==> src/shared/pfp_pkg.sv <==
/*
 * pfp_pkg: register map, field layout, reset values and sizes of the
 * programmable flag port.
 * Assumes a 32-bit register port with byte addresses; each 48-bit flag
 * register takes a low word (bits 31..0) and a high word (bits 47..32).
 */
package pfp_pkg;

   // ----------------------------------------------------------------
   // sizes
   // ----------------------------------------------------------------
   localparam int NUM_PINS    = 48;
   localparam int DATA_W      = 32;
   localparam int HI_W        = NUM_PINS - DATA_W;
   localparam int ADDR_W      = 8;
   localparam int NUM_SEL     = 7;

   // ----------------------------------------------------------------
   // register byte addresses; high word of a pair sits at base + 4
   // ----------------------------------------------------------------
   localparam logic [ADDR_W-1:0] DIR_LO   = 8'h00;
   localparam logic [ADDR_W-1:0] DIR_HI   = 8'h04;
   localparam logic [ADDR_W-1:0] FSET_LO  = 8'h08;
   localparam logic [ADDR_W-1:0] FSET_HI  = 8'h0C;
   localparam logic [ADDR_W-1:0] FCLR_LO  = 8'h10;
   localparam logic [ADDR_W-1:0] FCLR_HI  = 8'h14;
   localparam logic [ADDR_W-1:0] FSTAT_LO = 8'h18;
   localparam logic [ADDR_W-1:0] FSTAT_HI = 8'h1C;
   localparam logic [ADDR_W-1:0] IENS_LO  = 8'h20;
   localparam logic [ADDR_W-1:0] IENS_HI  = 8'h24;
   localparam logic [ADDR_W-1:0] IENC_LO  = 8'h28;
   localparam logic [ADDR_W-1:0] IENC_HI  = 8'h2C;
   localparam logic [ADDR_W-1:0] SENS_LO  = 8'h30;
   localparam logic [ADDR_W-1:0] SENS_HI  = 8'h34;
   localparam logic [ADDR_W-1:0] BOTH_LO  = 8'h38;
   localparam logic [ADDR_W-1:0] BOTH_HI  = 8'h3C;
   localparam logic [ADDR_W-1:0] ISTAT_LO = 8'h40;
   localparam logic [ADDR_W-1:0] ISTAT_HI = 8'h44;
   localparam logic [ADDR_W-1:0] ICLR_LO  = 8'h48;
   localparam logic [ADDR_W-1:0] ICLR_HI  = 8'h4C;
   localparam logic [ADDR_W-1:0] SPI_CTL  = 8'h50;

   // ----------------------------------------------------------------
   // serial select reuse: control bit 0 = select input, 7..1 = outputs
   // ----------------------------------------------------------------
   localparam int SS_IN_BIT   = 0;
   localparam int SS_IN_PIN   = 0;
   localparam int SEL_PIN_LO  = 1;
   localparam int SPI_CTL_W   = 8;

   // ----------------------------------------------------------------
   // reset values
   // ----------------------------------------------------------------
   localparam logic [NUM_PINS-1:0]  FLAGS_RST = 48'h0000_0000_0000;
   localparam logic [DATA_W-1:0]    WORD_ZERO = 32'h0000_0000;
   localparam logic [HI_W-1:0]      HI_ZERO   = 16'h0000;
   localparam logic [SPI_CTL_W-1:0] SPI_RST   = 8'h00;

endpackage

==> src/hw/pfp_bit.sv <==
/*
 * pfp_bit: one flag pin slice: input synchroniser, edge detector,
 * interrupt request latch and registered pad drive.
 * Assumes a single clock and that the owner of the pin drives the
 * acknowledge for one cycle when software clears the latched event.
 */
`timescale 1ns/1ns
module pfp_bit (
   input  wire logic clk_in,
   input  wire logic rstn_in,
   input  wire logic pad_in,        // level seen on the pin
   input  wire logic dir_out_in,    // 1 = pin drives its flag
   input  wire logic flag_in,       // stored output flag
   input  wire logic edge_mode_in,  // 1 = edge, 0 = level
   input  wire logic both_edge_in,  // 1 = both edges count
   input  wire logic ack_in,        // software clear of the event
   input  wire logic alt_en_in,     // pin taken by serial select
   input  wire logic alt_val_in,    // level from serial select
   output logic      pad_out,
   output logic      pad_oe_out,
   output logic      sense_out,
   output logic      pend_out
);

   logic sync1_q;
   logic sync2_q;
   logic prev_q;
   logic latch_q;
   logic src;
   logic hit;

   // two-stage synchroniser; only the second stage reads the first
   always_ff @(posedge clk_in or negedge rstn_in) begin
      if (!rstn_in) begin
         sync1_q <= 1'b0;
         sync2_q <= 1'b0;
      end else begin
         sync1_q <= pad_in;
         sync2_q <= sync1_q;
      end
   end

   // event source: the pin for inputs, the written flag for outputs
   assign src = dir_out_in ? flag_in : sync2_q;
   assign hit = (src & ~prev_q)
              | (both_edge_in & ~src & prev_q);

   // previous sample for edge detection
   always_ff @(posedge clk_in or negedge rstn_in) begin
      if (!rstn_in) begin
         prev_q <= 1'b0;
      end else begin
         prev_q <= src;
      end
   end

   // sticky edge event; a new edge wins over a clear in the same cycle
   always_ff @(posedge clk_in or negedge rstn_in) begin
      if (!rstn_in) begin
         latch_q <= 1'b0;
      end else if (edge_mode_in && hit) begin
         latch_q <= 1'b1;
      end else if (ack_in || !edge_mode_in) begin
         latch_q <= 1'b0;
      end
   end

   // level mode follows the source, edge mode shows the latch
   assign pend_out  = edge_mode_in ? latch_q : src;
   assign sense_out = sync2_q;

   // registered pad drive; serial select takes over when enabled
   always_ff @(posedge clk_in or negedge rstn_in) begin
      if (!rstn_in) begin
         pad_out    <= 1'b0;
         pad_oe_out <= 1'b0;
      end else begin
         pad_out    <= alt_en_in ? alt_val_in : flag_in;
         pad_oe_out <= alt_en_in | dir_out_in;
      end
   end

endmodule

==> src/hw/pfp_top.sv <==
/*
 * pfp_top: programmable flag port of 48 general-purpose pins with
 * write-one-to-set/clear flags and enables, pin status, per-pin
 * interrupt sensitivity and serial select reuse of eight pins.
 * Assumes a register master that strobes one cycle per access and
 * takes read data in the cycle after the read strobe.
 */
`timescale 1ns/1ns
module pfp_top #(
   parameter int NUM_PINS = pfp_pkg::NUM_PINS
) (
   input  wire logic                         clk_in,
   input  wire logic                         rstn_in,
   input  wire logic [pfp_pkg::ADDR_W-1:0]   reg_addr_in,
   input  wire logic [pfp_pkg::DATA_W-1:0]   reg_wdata_in,
   input  wire logic                         reg_wr_in,
   input  wire logic                         reg_rd_in,
   output logic      [pfp_pkg::DATA_W-1:0]   reg_rdata_out,
   input  wire logic [NUM_PINS-1:0]          gp_flag_pins_all_in,
   output logic      [NUM_PINS-1:0]          gp_flag_pins_all_out,
   output logic      [NUM_PINS-1:0]          gp_flag_pins_all_oe_out,
   input  wire logic [pfp_pkg::NUM_SEL:1]    spi_slave_select_outputs_in,
   output logic                              spi_slave_select_input_out,
   output logic                              irq_out
);

   // ----------------------------------------------------------------
   // state
   // ----------------------------------------------------------------
   logic [NUM_PINS-1:0]           dir_q;    // 1 = output
   logic [NUM_PINS-1:0]           flag_q;   // stored output flags
   logic [NUM_PINS-1:0]           ien_q;    // interrupt enables
   logic [NUM_PINS-1:0]           sens_q;   // 1 = edge sensitive
   logic [NUM_PINS-1:0]           both_q;   // 1 = both edges
   logic [pfp_pkg::SPI_CTL_W-1:0] spi_q;    // serial select reuse
   logic [pfp_pkg::DATA_W-1:0]    rdata_q;

   logic [NUM_PINS-1:0]           sense;
   logic [NUM_PINS-1:0]           pend;
   logic [NUM_PINS-1:0]           ack;
   logic [NUM_PINS-1:0]           eff_dir;
   logic [NUM_PINS-1:0]           alt_en;
   logic [NUM_PINS-1:0]           alt_val;
   logic [NUM_PINS-1:0]           wide;
   logic [NUM_PINS-1:0]           field;
   logic [pfp_pkg::ADDR_W-1:0]    base;
   logic                          hi_word;
   logic                          ss_sync1_q;
   logic                          ss_sync2_q;

   // ----------------------------------------------------------------
   // write data spread over 48 bits
   // ----------------------------------------------------------------
   // the high word carries pins 47..32 in its low bits; the rest of
   // a high-word write is ignored
   assign hi_word = reg_addr_in[2];
   assign base    = {reg_addr_in[pfp_pkg::ADDR_W-1:3], 3'h0};
   assign wide    = hi_word
                  ? {reg_wdata_in[pfp_pkg::HI_W-1:0], pfp_pkg::WORD_ZERO}
                  : {pfp_pkg::HI_ZERO, reg_wdata_in};
   assign field   = hi_word
                  ? {{pfp_pkg::HI_W{1'b1}}, pfp_pkg::WORD_ZERO}
                  : {pfp_pkg::HI_ZERO, {pfp_pkg::DATA_W{1'b1}}};

   // plain write of the addressed half of a 48-bit register
   function automatic logic [NUM_PINS-1:0] merge(
      input logic [NUM_PINS-1:0] old_v,
      input logic [NUM_PINS-1:0] new_v,
      input logic [NUM_PINS-1:0] sel_v
   );
      merge = (old_v & ~sel_v) | (new_v & sel_v);
   endfunction

   // ----------------------------------------------------------------
   // configuration registers
   // ----------------------------------------------------------------
   // direction
   always_ff @(posedge clk_in or negedge rstn_in) begin
      if (!rstn_in) begin
         dir_q <= pfp_pkg::FLAGS_RST;
      end else if (reg_wr_in && base == pfp_pkg::DIR_LO) begin
         dir_q <= merge(dir_q, wide, field);
      end
   end

   // sensitivity type: level or edge
   always_ff @(posedge clk_in or negedge rstn_in) begin
      if (!rstn_in) begin
         sens_q <= pfp_pkg::FLAGS_RST;
      end else if (reg_wr_in && base == pfp_pkg::SENS_LO) begin
         sens_q <= merge(sens_q, wide, field);
      end
   end

   // edge choice: rising only or both
   always_ff @(posedge clk_in or negedge rstn_in) begin
      if (!rstn_in) begin
         both_q <= pfp_pkg::FLAGS_RST;
      end else if (reg_wr_in && base == pfp_pkg::BOTH_LO) begin
         both_q <= merge(both_q, wide, field);
      end
   end

   // serial select reuse control
   always_ff @(posedge clk_in or negedge rstn_in) begin
      if (!rstn_in) begin
         spi_q <= pfp_pkg::SPI_RST;
      end else if (reg_wr_in && reg_addr_in == pfp_pkg::SPI_CTL) begin
         spi_q <= reg_wdata_in[pfp_pkg::SPI_CTL_W-1:0];
      end
   end

   // ----------------------------------------------------------------
   // flags and enables: write one to set, write one to clear
   // ----------------------------------------------------------------
   // only bits written as one change; zeros leave the bit alone
   always_ff @(posedge clk_in or negedge rstn_in) begin
      if (!rstn_in) begin
         flag_q <= pfp_pkg::FLAGS_RST;
      end else if (reg_wr_in && base == pfp_pkg::FSET_LO) begin
         flag_q <= flag_q | wide;
      end else if (reg_wr_in && base == pfp_pkg::FCLR_LO) begin
         flag_q <= flag_q & ~wide;
      end
   end

   // interrupt enables
   always_ff @(posedge clk_in or negedge rstn_in) begin
      if (!rstn_in) begin
         ien_q <= pfp_pkg::FLAGS_RST;
      end else if (reg_wr_in && base == pfp_pkg::IENS_LO) begin
         ien_q <= ien_q | wide;
      end else if (reg_wr_in && base == pfp_pkg::IENC_LO) begin
         ien_q <= ien_q & ~wide;
      end
   end

   // one-cycle acknowledge of latched edge events
   assign ack = (reg_wr_in && base == pfp_pkg::ICLR_LO)
              ? wide : pfp_pkg::FLAGS_RST;

   // ----------------------------------------------------------------
   // serial select reuse
   // ----------------------------------------------------------------
   // select outputs drive pins 7..1; the select input pin is forced
   // to input while the serial port owns it
   always_comb begin
      alt_en  = pfp_pkg::FLAGS_RST;
      alt_val = pfp_pkg::FLAGS_RST;
      eff_dir = dir_q;
      for (int i = 1; i <= pfp_pkg::NUM_SEL; i++) begin
         alt_en[pfp_pkg::SEL_PIN_LO + i - 1]  = spi_q[i];
         alt_val[pfp_pkg::SEL_PIN_LO + i - 1] =
            spi_slave_select_outputs_in[i];
      end
      if (spi_q[pfp_pkg::SS_IN_BIT]) begin
         eff_dir[pfp_pkg::SS_IN_PIN] = 1'b0;
      end
   end

   // select input level handed to the serial port, idle high when
   // the pin is not reassigned
   always_ff @(posedge clk_in or negedge rstn_in) begin
      if (!rstn_in) begin
         ss_sync1_q <= 1'b1;
         ss_sync2_q <= 1'b1;
      end else begin
         ss_sync1_q <= gp_flag_pins_all_in[pfp_pkg::SS_IN_PIN];
         ss_sync2_q <= ss_sync1_q;
      end
   end

   assign spi_slave_select_input_out =
      spi_q[pfp_pkg::SS_IN_BIT] ? ss_sync2_q : 1'b1;

   // ----------------------------------------------------------------
   // pin slices
   // ----------------------------------------------------------------
   for (genvar g = 0; g < NUM_PINS; g++) begin : g_pin
      pfp_bit u_bit (
         .clk_in       (clk_in),
         .rstn_in      (rstn_in),
         .pad_in       (gp_flag_pins_all_in[g]),
         .dir_out_in   (eff_dir[g]),
         .flag_in      (flag_q[g]),
         .edge_mode_in (sens_q[g]),
         .both_edge_in (both_q[g]),
         .ack_in       (ack[g]),
         .alt_en_in    (alt_en[g]),
         .alt_val_in   (alt_val[g]),
         .pad_out      (gp_flag_pins_all_out[g]),
         .pad_oe_out   (gp_flag_pins_all_oe_out[g]),
         .sense_out    (sense[g]),
         .pend_out     (pend[g])
      );
   end

   // ----------------------------------------------------------------
   // interrupt
   // ----------------------------------------------------------------
   // level output, high while any enabled request stands
   assign irq_out = |(pend & ien_q);

   // ----------------------------------------------------------------
   // read path
   // ----------------------------------------------------------------
   // data stand only in the cycle after the read strobe; unmapped and
   // write-only addresses read zero
   always_ff @(posedge clk_in or negedge rstn_in) begin
      if (!rstn_in) begin
         rdata_q <= pfp_pkg::WORD_ZERO;
      end else if (!reg_rd_in) begin
         rdata_q <= pfp_pkg::WORD_ZERO;
      end else begin
         unique case (reg_addr_in)
            pfp_pkg::DIR_LO:   rdata_q <= dir_q[pfp_pkg::DATA_W-1:0];
            pfp_pkg::DIR_HI:   rdata_q <= {pfp_pkg::HI_ZERO,
                                  dir_q[NUM_PINS-1:pfp_pkg::DATA_W]};
            pfp_pkg::FSET_LO,
            pfp_pkg::FCLR_LO:  rdata_q <= flag_q[pfp_pkg::DATA_W-1:0];
            pfp_pkg::FSET_HI,
            pfp_pkg::FCLR_HI:  rdata_q <= {pfp_pkg::HI_ZERO,
                                  flag_q[NUM_PINS-1:pfp_pkg::DATA_W]};
            pfp_pkg::FSTAT_LO: rdata_q <= sense[pfp_pkg::DATA_W-1:0];
            pfp_pkg::FSTAT_HI: rdata_q <= {pfp_pkg::HI_ZERO,
                                  sense[NUM_PINS-1:pfp_pkg::DATA_W]};
            pfp_pkg::IENS_LO,
            pfp_pkg::IENC_LO:  rdata_q <= ien_q[pfp_pkg::DATA_W-1:0];
            pfp_pkg::IENS_HI,
            pfp_pkg::IENC_HI:  rdata_q <= {pfp_pkg::HI_ZERO,
                                  ien_q[NUM_PINS-1:pfp_pkg::DATA_W]};
            pfp_pkg::SENS_LO:  rdata_q <= sens_q[pfp_pkg::DATA_W-1:0];
            pfp_pkg::SENS_HI:  rdata_q <= {pfp_pkg::HI_ZERO,
                                  sens_q[NUM_PINS-1:pfp_pkg::DATA_W]};
            pfp_pkg::BOTH_LO:  rdata_q <= both_q[pfp_pkg::DATA_W-1:0];
            pfp_pkg::BOTH_HI:  rdata_q <= {pfp_pkg::HI_ZERO,
                                  both_q[NUM_PINS-1:pfp_pkg::DATA_W]};
            pfp_pkg::ISTAT_LO: rdata_q <= pend[pfp_pkg::DATA_W-1:0];
            pfp_pkg::ISTAT_HI: rdata_q <= {pfp_pkg::HI_ZERO,
                                  pend[NUM_PINS-1:pfp_pkg::DATA_W]};
            pfp_pkg::SPI_CTL:  rdata_q <= {{(pfp_pkg::DATA_W -
                                  pfp_pkg::SPI_CTL_W){1'b0}}, spi_q};
            default:           rdata_q <= pfp_pkg::WORD_ZERO;
         endcase
      end
   end

   assign reg_rdata_out = rdata_q;

endmodule

==> config.mk <==
export PLATFORM = sky130hd
export DESIGN_NAME = pfp_top
export DESIGN_NICKNAME = d
export VERILOG_FILES = /design/src/shared/pfp_pkg.sv /design/src/hw/pfp_bit.sv /design/src/hw/pfp_top.sv
export SDC_FILE = /design/constraint.sdc
export NUM_CORES = 1
export LEC_CHECK = 0
export BUFFER_PORTS_ARGS = -buffer_cell sky130_fd_sc_hd__buf_2
export CORE_MARGIN = 5
export CORE_UTILIZATION = 45
export CTS_CLUSTER_SIZE = 40
export DETAILED_ROUTE_END_ITERATION = 7
export GPL_TIMING_DRIVEN = 1
export PLACE_DENSITY = 0.74
export SLEW_MARGIN = 20
export SYNTH_ARGS = -nofsm -noshare
export SYNTH_HDL_FRONTEND = slang
export SYNTH_SLANG_ARGS = --single-unit
==> constraint.sdc <==
create_clock -name clk_in -period 3.5 [get_ports clk_in]
set_input_delay 1.05 -clock clk_in [delete_from_list [all_inputs] [get_ports clk_in]]
set_output_delay 1.05 -clock clk_in [all_outputs]
set_load 0.03 [all_outputs]
==> results of run 1 <==
[layout by cell type (no fill, tap or decap), types with 11 or more instances in the layout]
cell,n
o211ai_1,45
clkbuf_1,15
a31oi_1,29
clkbuf_16,59
and3_1,12
buf_12,15
a22o_1,23
a221oi_1,11
buf_2,225
mux2i_1,53
o31ai_1,56
buf_4,107
mux2_2,207
nand2_1,138
inv_1,20
nand2b_1,31
a22oi_1,33
mux2_1,40
and2_1,15
o22ai_1,18
nand3_1,24
a21boi_0,30
o21ai_0,218
dfrtp_1,568
o21ai_1,22
clkbuf_8,14
nor2_1,22
a21oi_1,30
[power by group]
part	total [mW]	internal (mW)	switching (mW)
Combinational	2.18	0.874	1.30
Clock	6.32	3.75	2.57
Sequential	7.89	7.28	0.603
[through the flow]
step / hold WS, ns / TNS, ns / instance area [µm²] / util
finish: 0.344 / -0.441 / 28300 / 0.526
global route: 0.350 / -0.513 / 28300 / 0.526
CTS: 0.344 / -0.416 / 28300 / 0.525
detailed placement: 0.335 / 0 / 26300 / 0.488
global placement: 0.333 / 0 / 26300 / 0.488
floorplan: 0.331 / 0 / 24400 / -
[final timing paths]
| kind | endpoint | slack (ns) | cells after the start |
|---|---|---|---|
| worst max-delay path | irq_out | -0.44 | 6 |
| worst min-delay path | g_pin[9].u_bit.sense_out$_DFF_PN0_ | 0.34 | 0 |
| worst max register to register | reg_rdata_out[0]$_DFF_PN0_ | 1.65 | 5 |
| worst min register to register | g_pin[9].u_bit.sense_out$_DFF_PN0_ | 0.34 | 0 |
| max in group asynchronous | asynchronous set/reset pin | 2.16 | 2 |
| min in group asynchronous | g_pin[21].u_bit.pad_oe_out$_DFF_PN0_ | 0.39 | 1 |
[cells by family after synthesis]
family,after synthesis,synth area share
AO/OA/AOI/OAI,575,0.152
flip-flops,570,0.584
AND/OR/NAND/NOR,312,0.0698
multiplexers,307,0.139
buffers and inverters,224,0.0546
XOR/XNOR,1,0.000359
[per-layer routing]
| metal | wire length [µm] | vias to the layer above |
|---|---|---|
| met5 | 71 | - |
| met4 | 4850 | 14 |
| met3 | 8450 | 317 |
| met2 | 35400 | 1082 |
| met1 | 31200 | 9129 |
| li1 | - | 7597 |
[Yosys cell counts, drive strengths merged (10+ instances only)]
library cell and count:
o31ai 56, mux2i 57, nand3 27, and3 12, nand2b 31, dfrtp 568
buf 169, inv 20, o21ai 240, a31oi 29, mux2 249, nand2 140
clkbuf 35, o22ai 18, nor3 10, a21boi 39, o211ai 45, a22oi 33
a21oi 30, a221oi 11, a22o 23, and2 15, nor2 29
[area by class of cell]
type,count,area (µm²),share of cell area
Sequential cell,570,14300,0.504
Multi-Input combinational cell,1195,8870,0.314
Timing Repair Buffer,349,2260,0.0797
Clock buffer,88,1730,0.0610
Tap cell,696,871,0.0308
Clock inverter,17,225,0.00796
Inverter,20,75.1,0.00265
Antenna cell,2,5.00,0.000177
[repair_timing]
| action | CTS | global route |
|---|---|---|
| buffers inserted | 5 | 0 |
| resized for setup | 9 | 3 |
| hold endpoints to repair | 0 | 0 |
| gates cloned | 0 | 0 |
| endpoints found under the setup margin | 1 | 1 |
| pin swaps | 10 | 3 |
==> results_dict.tcl, run 1 <==
set metrics [dict create \
    top_usage_layer "met2" \
    grt_max_degree 96 \
    async_flop_share 1.00 \
    area_growth_pct 15.9 \
    grtUsageTotal 0.265 \
    dieArea_um2 59000 \
    use_met1 0.354 \
    place_ws_ns 0.0890 \
    finalMaxSlewViolations 0 \
    max_freq_mhz 254 \
    dp.cells 2826 \
    hold_violations 0 \
    status "finished with violations" \
    synth_area_leaders "dfrtp_1 58%, mux2_2 9.6%, o21ai_0 4.5%, buf_4 3.3%, mux2i_1 2.3%" \
    synth_top_area_frac 0.582 \
    dpl.hpwl_um 53800 \
    path_class "flop to primary output" \
    synthFlopType "dfrtp_1" \
    synth_cells 1989 \
    fin_crit_ns 3.94 \
    io_buffers 228 \
    first_global_vias 18700 \
    worst_path_max_delay_cell "mux2i_1" \
    maxCapViolations 0 \
    cts_tree "built" \
    synth_area_leader_cell "dfrtp_1" \
    drt-vias-per-instance 6.18 \
    insertion_delay_ns 0.62 \
    gp_congestion 0.970 \
    vias 18100 \
    slew_headroom 0.354 \
    avgSynthCellArea_um2 12.3 \
    violations "negative setup slack" \
    grt_antenna_before_repair 9 \
    nets 2292 \
    p_leak_nw 12.8 \
    totalPowerFinal_mw 16.4 \
    htree_levels 2 \
    antenna_left 0 \
    dr.pass1.iters 5 \
    cts_buffer_depth 3 \
    startpoint_type "flop" \
    irDropWorstVdd_mv 0.413 \
    syn_area_um2 24400 \
    cts_buffers 57 \
    synth_edf_count 0 \
    ys_warn_count 0 \
    cpPeakStageDelay_ns 0.44 \
    route.detailed.drc 0 \
    rows 85 \
    hold_class "flop to flop" \
    die_w_um 243 \
    crit_arrival_ns 2.89 \
    coreArea_um2 53800 \
    start_util 0.454 \
    ctsHoldBuffers 0 \
    wl_um 79900 \
    fin_ws_ns -0.441 \
    grt_overflow 0 \
    routedWlPerCell_um 27.2 \
    cp_max_fo 5 \
    ys_types 73 \
    rsz0062_at_grt "true" \
    cts.sinks 570 \
    grt_util_met2 0.399 \
    fillers 4641 \
    min_from "g_pin[9].u_bit.sync1_q$_DFF_PN0_" \
    r2r_start "spi_q[0]$_DFFE_PN0P_" \
    endpoint_kind "primary output" \
    final_cells 2937 \
    crit_chain "mux2i_1, o21ai_0, o2bb2ai_1, nor4_1, nand4_1, buf_6" \
    tightest_slew_ns 0.968 \
    power_density_nw_per_um2 579 \
    drive_above_1_share 0.307 \
    synth_nets 2088 \
    grtUsageMet3 0.0702 \
    die_y_um 243 \
    worst-path-buf-inv 1 \
    setup_viol 1 \
    clock_skew_ns 0.0102 \
    pin_count 229 \
    ctsRootBufferMaster "clkbuf_16" \
    ys_seq_elements 570 \
    required_ns 2.45 \
    synth-seq-area-share 0.584 \
    dr.first_iter.drc_count 2023 \
    cpLargestDelayFamily "simple AND/OR/NAND/NOR gates" \
    grt_pass1_wl_um 120000 \
    fin_crit_sh 1.13 \
    clk_pin_slew_ns 0.06 \
]
(Power assumes the default switching activity.)
==> inputs of run 2 (changes only) <==
--- a/config.mk
+++ b/config.mk
@@ -7,11 +7,11 @@
 export LEC_CHECK = 0
 export BUFFER_PORTS_ARGS = -buffer_cell sky130_fd_sc_hd__buf_2
 export CORE_MARGIN = 5
-export CORE_UTILIZATION = 45
+export CORE_UTILIZATION = 30
 export CTS_CLUSTER_SIZE = 40
 export DETAILED_ROUTE_END_ITERATION = 7
 export GPL_TIMING_DRIVEN = 1
-export PLACE_DENSITY = 0.74
+export PLACE_DENSITY = 0.57
 export SLEW_MARGIN = 20
 export SYNTH_ARGS = -nofsm -noshare
 export SYNTH_HDL_FRONTEND = slang
==> run 2 against run 1 <==
Net effect:
- the run still ends with negative setup slack left
- non-clock buffer count increased by 56
- utilization down 16 points
- critical path depth increased by 1
- register-to-register slack worse by 0.05 ns
- clock skew up 0.015 ns
- hold slack improved by 0.0038 ns
- wire length is 10% higher
- worst setup slack got worse by 0.15 ns
- sequential power about the same
- largest cell class unchanged
- largest power group unchanged
==> results_dict.tcl, run 2 (synthesis results as in run 1) <==
set metrics [dict create \
    htree_levels 2 \
    nets 2350 \
    cpPeakStageDelay_ns 0.40 \
    setup_viol 1 \
    clock_skew_ns 0.0254 \
    antenna_left 0 \
    maxCapViolations 0 \
    cp_max_fo 3 \
    cts_tree "built" \
    rr_worst_depth 5 \
    dr.pass1.iters 6 \
    switching_share 0.274 \
    grt_antenna_before_repair 10 \
    grt_pass1_wl_um 128000 \
    irDropWorstVdd_mv 0.311 \
    dpl.hpwl_um 61900 \
    stdcell_area_um2 29600 \
    layout_common_cells "568 x dfrtp_1, 224 x buf_2, 218 x o21ai_0" \
    cpLargestDelayFamily "simple AND/OR/NAND/NOR gates" \
    max_freq_mhz 244 \
    power_frac_comb 0.134 \
    pin_count 229 \
    power_density_nw_per_um2 585 \
    p_sw_mw 4.74 \
    finalMaxSlewViolations 0 \
    drt-vias-per-instance 5.39 \
    insertion_delay_ns 0.63 \
    first_global_vias 18300 \
    rows 104 \
    seqPwrFrac 0.455 \
    wl_um 88100 \
    crit_chain "mux2_4, o211ai_1, nand4_1, nor4_2, buf_4, nand4_1, buf_6" \
    gp_congestion 0.936 \
    ctsRootBufferMaster "clkbuf_16" \
    clk_pin_slew_ns 0.06 \
    worst_path_max_delay_cell "dfrtp_1" \
    start_util 0.303 \
    multi_input_area_um2 8890 \
    placed_area_um2 27200 \
    tightest_slew_ns 0.734 \
    final_common_cell "dfrtp_1" \
    area_growth_pct 21.3 \
    totalPowerFinal_mw 17.3 \
    crit_arrival_ns 3.05 \
    io_buffers 228 \
    fin_crit_ns 4.10 \
    fin_ws_ns -0.595 \
    slew_headroom 0.510 \
    crit_top_cell "nand4_1" \
    endpoint_kind "primary output" \
    dr.first_iter.drc_count 1735 \
    grt_overflow 0 \
    grtUsageTotal 0.197 \
    grt_max_degree 86 \
    seq_area_um2 14300 \
    status "finished with violations" \
    die_w_um 295 \
    cts.sinks 570 \
    required_ns 2.45 \
    hold_class "input pin to asynchronous set/reset pin" \
    clock_power_share 0.412 \
    r2r_start "spi_q[0]$_DFFE_PN0P_" \
    violations "negative setup slack" \
    internal_power_mw 12.6 \
    rsz0062_at_grt "true" \
    coreArea_um2 80500 \
    hold_violations 0 \
    path_class "flop to primary output" \
    routedWlPerCell_um 26.2 \
    cts_buffers 59 \
    cts_buffer_depth 3 \
    vias 18100 \
    fin_crit_sh 1.17 \
    path_depth 7 \
    startpoint_type "flop" \
    drive_above_1_share 0.329 \
    ctsHoldBuffers 0 \
    p_leak_nw 13.3 \
    fillers 7779 \
    worst-path-buf-inv 2 \
    route.detailed.drc 0 \
    die_y_um 295 \
    dieArea_um2 87200 \
]
==> run 2: changes by cell type in the layout (fill, tap and decap cells not counted), moves of 2 or more <==
cell / change
buf_12: +13
buf_4: +44
bufinv_16: +10
clkbuf_1: -8
clkbuf_8: -8
clkinv_2: +4
clkinv_8: +3
clkinvlp_4: +6
mux2_2: -3
mux2_4: +3
mux2i_1: +2
o2111ai_1: -2
o2111ai_2: +2
==> run 2: path summary, 6_finish.rpt <==
| kind | end | slack (ns) |
|---|---|---|
| worst max-delay path | irq_out | -0.60 |
| worst min-delay path | g_pin[19].u_bit.sync1_q$_DFF_PN0_ | 0.35 |
| worst max register to register | reg_rdata_out[0]$_DFF_PN0_ | 1.60 |
| worst min register to register | g_pin[20].u_bit.sense_out$_DFF_PN0_ | 0.35 |
| max in group asynchronous | asynchronous set/reset pin | 2.09 |
| min in group clk_in | g_pin[20].u_bit.sense_out$_DFF_PN0_ | 0.35 |
==> run 2: metrics by stage <==
step / setup WS (ns) / hold slack (ns) / util / setup TNS, ns / std cells
6_report: -0.595 / 0.348 / 0.368 / -0.595 / 3363
5_1_grt: -0.602 / 0.354 / 0.368 / -0.602 / 3361
4_1_cts: -0.690 / 0.348 / 0.366 / -0.690 / 3350
3_5_place_dp: -0.160 / 0.336 / 0.338 / -0.160 / 3238
3_3_place_gp: -0.143 / 0.336 / 0.338 / -0.143 / 3238
2_1_floorplan: 0.655 / 0.331 / - / 0 / 1989
==> run 2: routing by layer <==
layer	vias to the layer above	part of all wire	GRT usage
met5	-	0.00086	0
met4	12	0.042	0.0701
met3	211	0.085	0.0514
met2	834	0.46	0.311
met1	9329	0.41	0.264
li1	7738	-	-
==> run 2: power groups by stage <==
stage          logic [mW]  registers [mW]  clock network [mW]
4_1_cts              2.28            7.87                7.29
6_report             2.31            7.88                7.13
3_5_place_dp         2.26            7.98                   0
5_1_grt              2.49            7.96                7.55
2_1_floorplan        1.55            7.73                   0
3_3_place_gp         2.22            7.96                   0
==> run 2: final cells by class <==
type                    instances  area share
multi-input cells            1195       0.300
clock inverters                39      0.0213
well taps                    1060      0.0448
flip-flops and latches        570       0.482
diodes                          2    0.000169
inverters                      20     0.00253
clock buffers                  72      0.0535
repair buffers                405      0.0959
==> run 2: timing repair <==
action,4_1_cts,5_1_grt
gates resized for setup,4,10
endpoints found under the setup margin,1,1
setup buffers,2,11
pin swaps,5,14
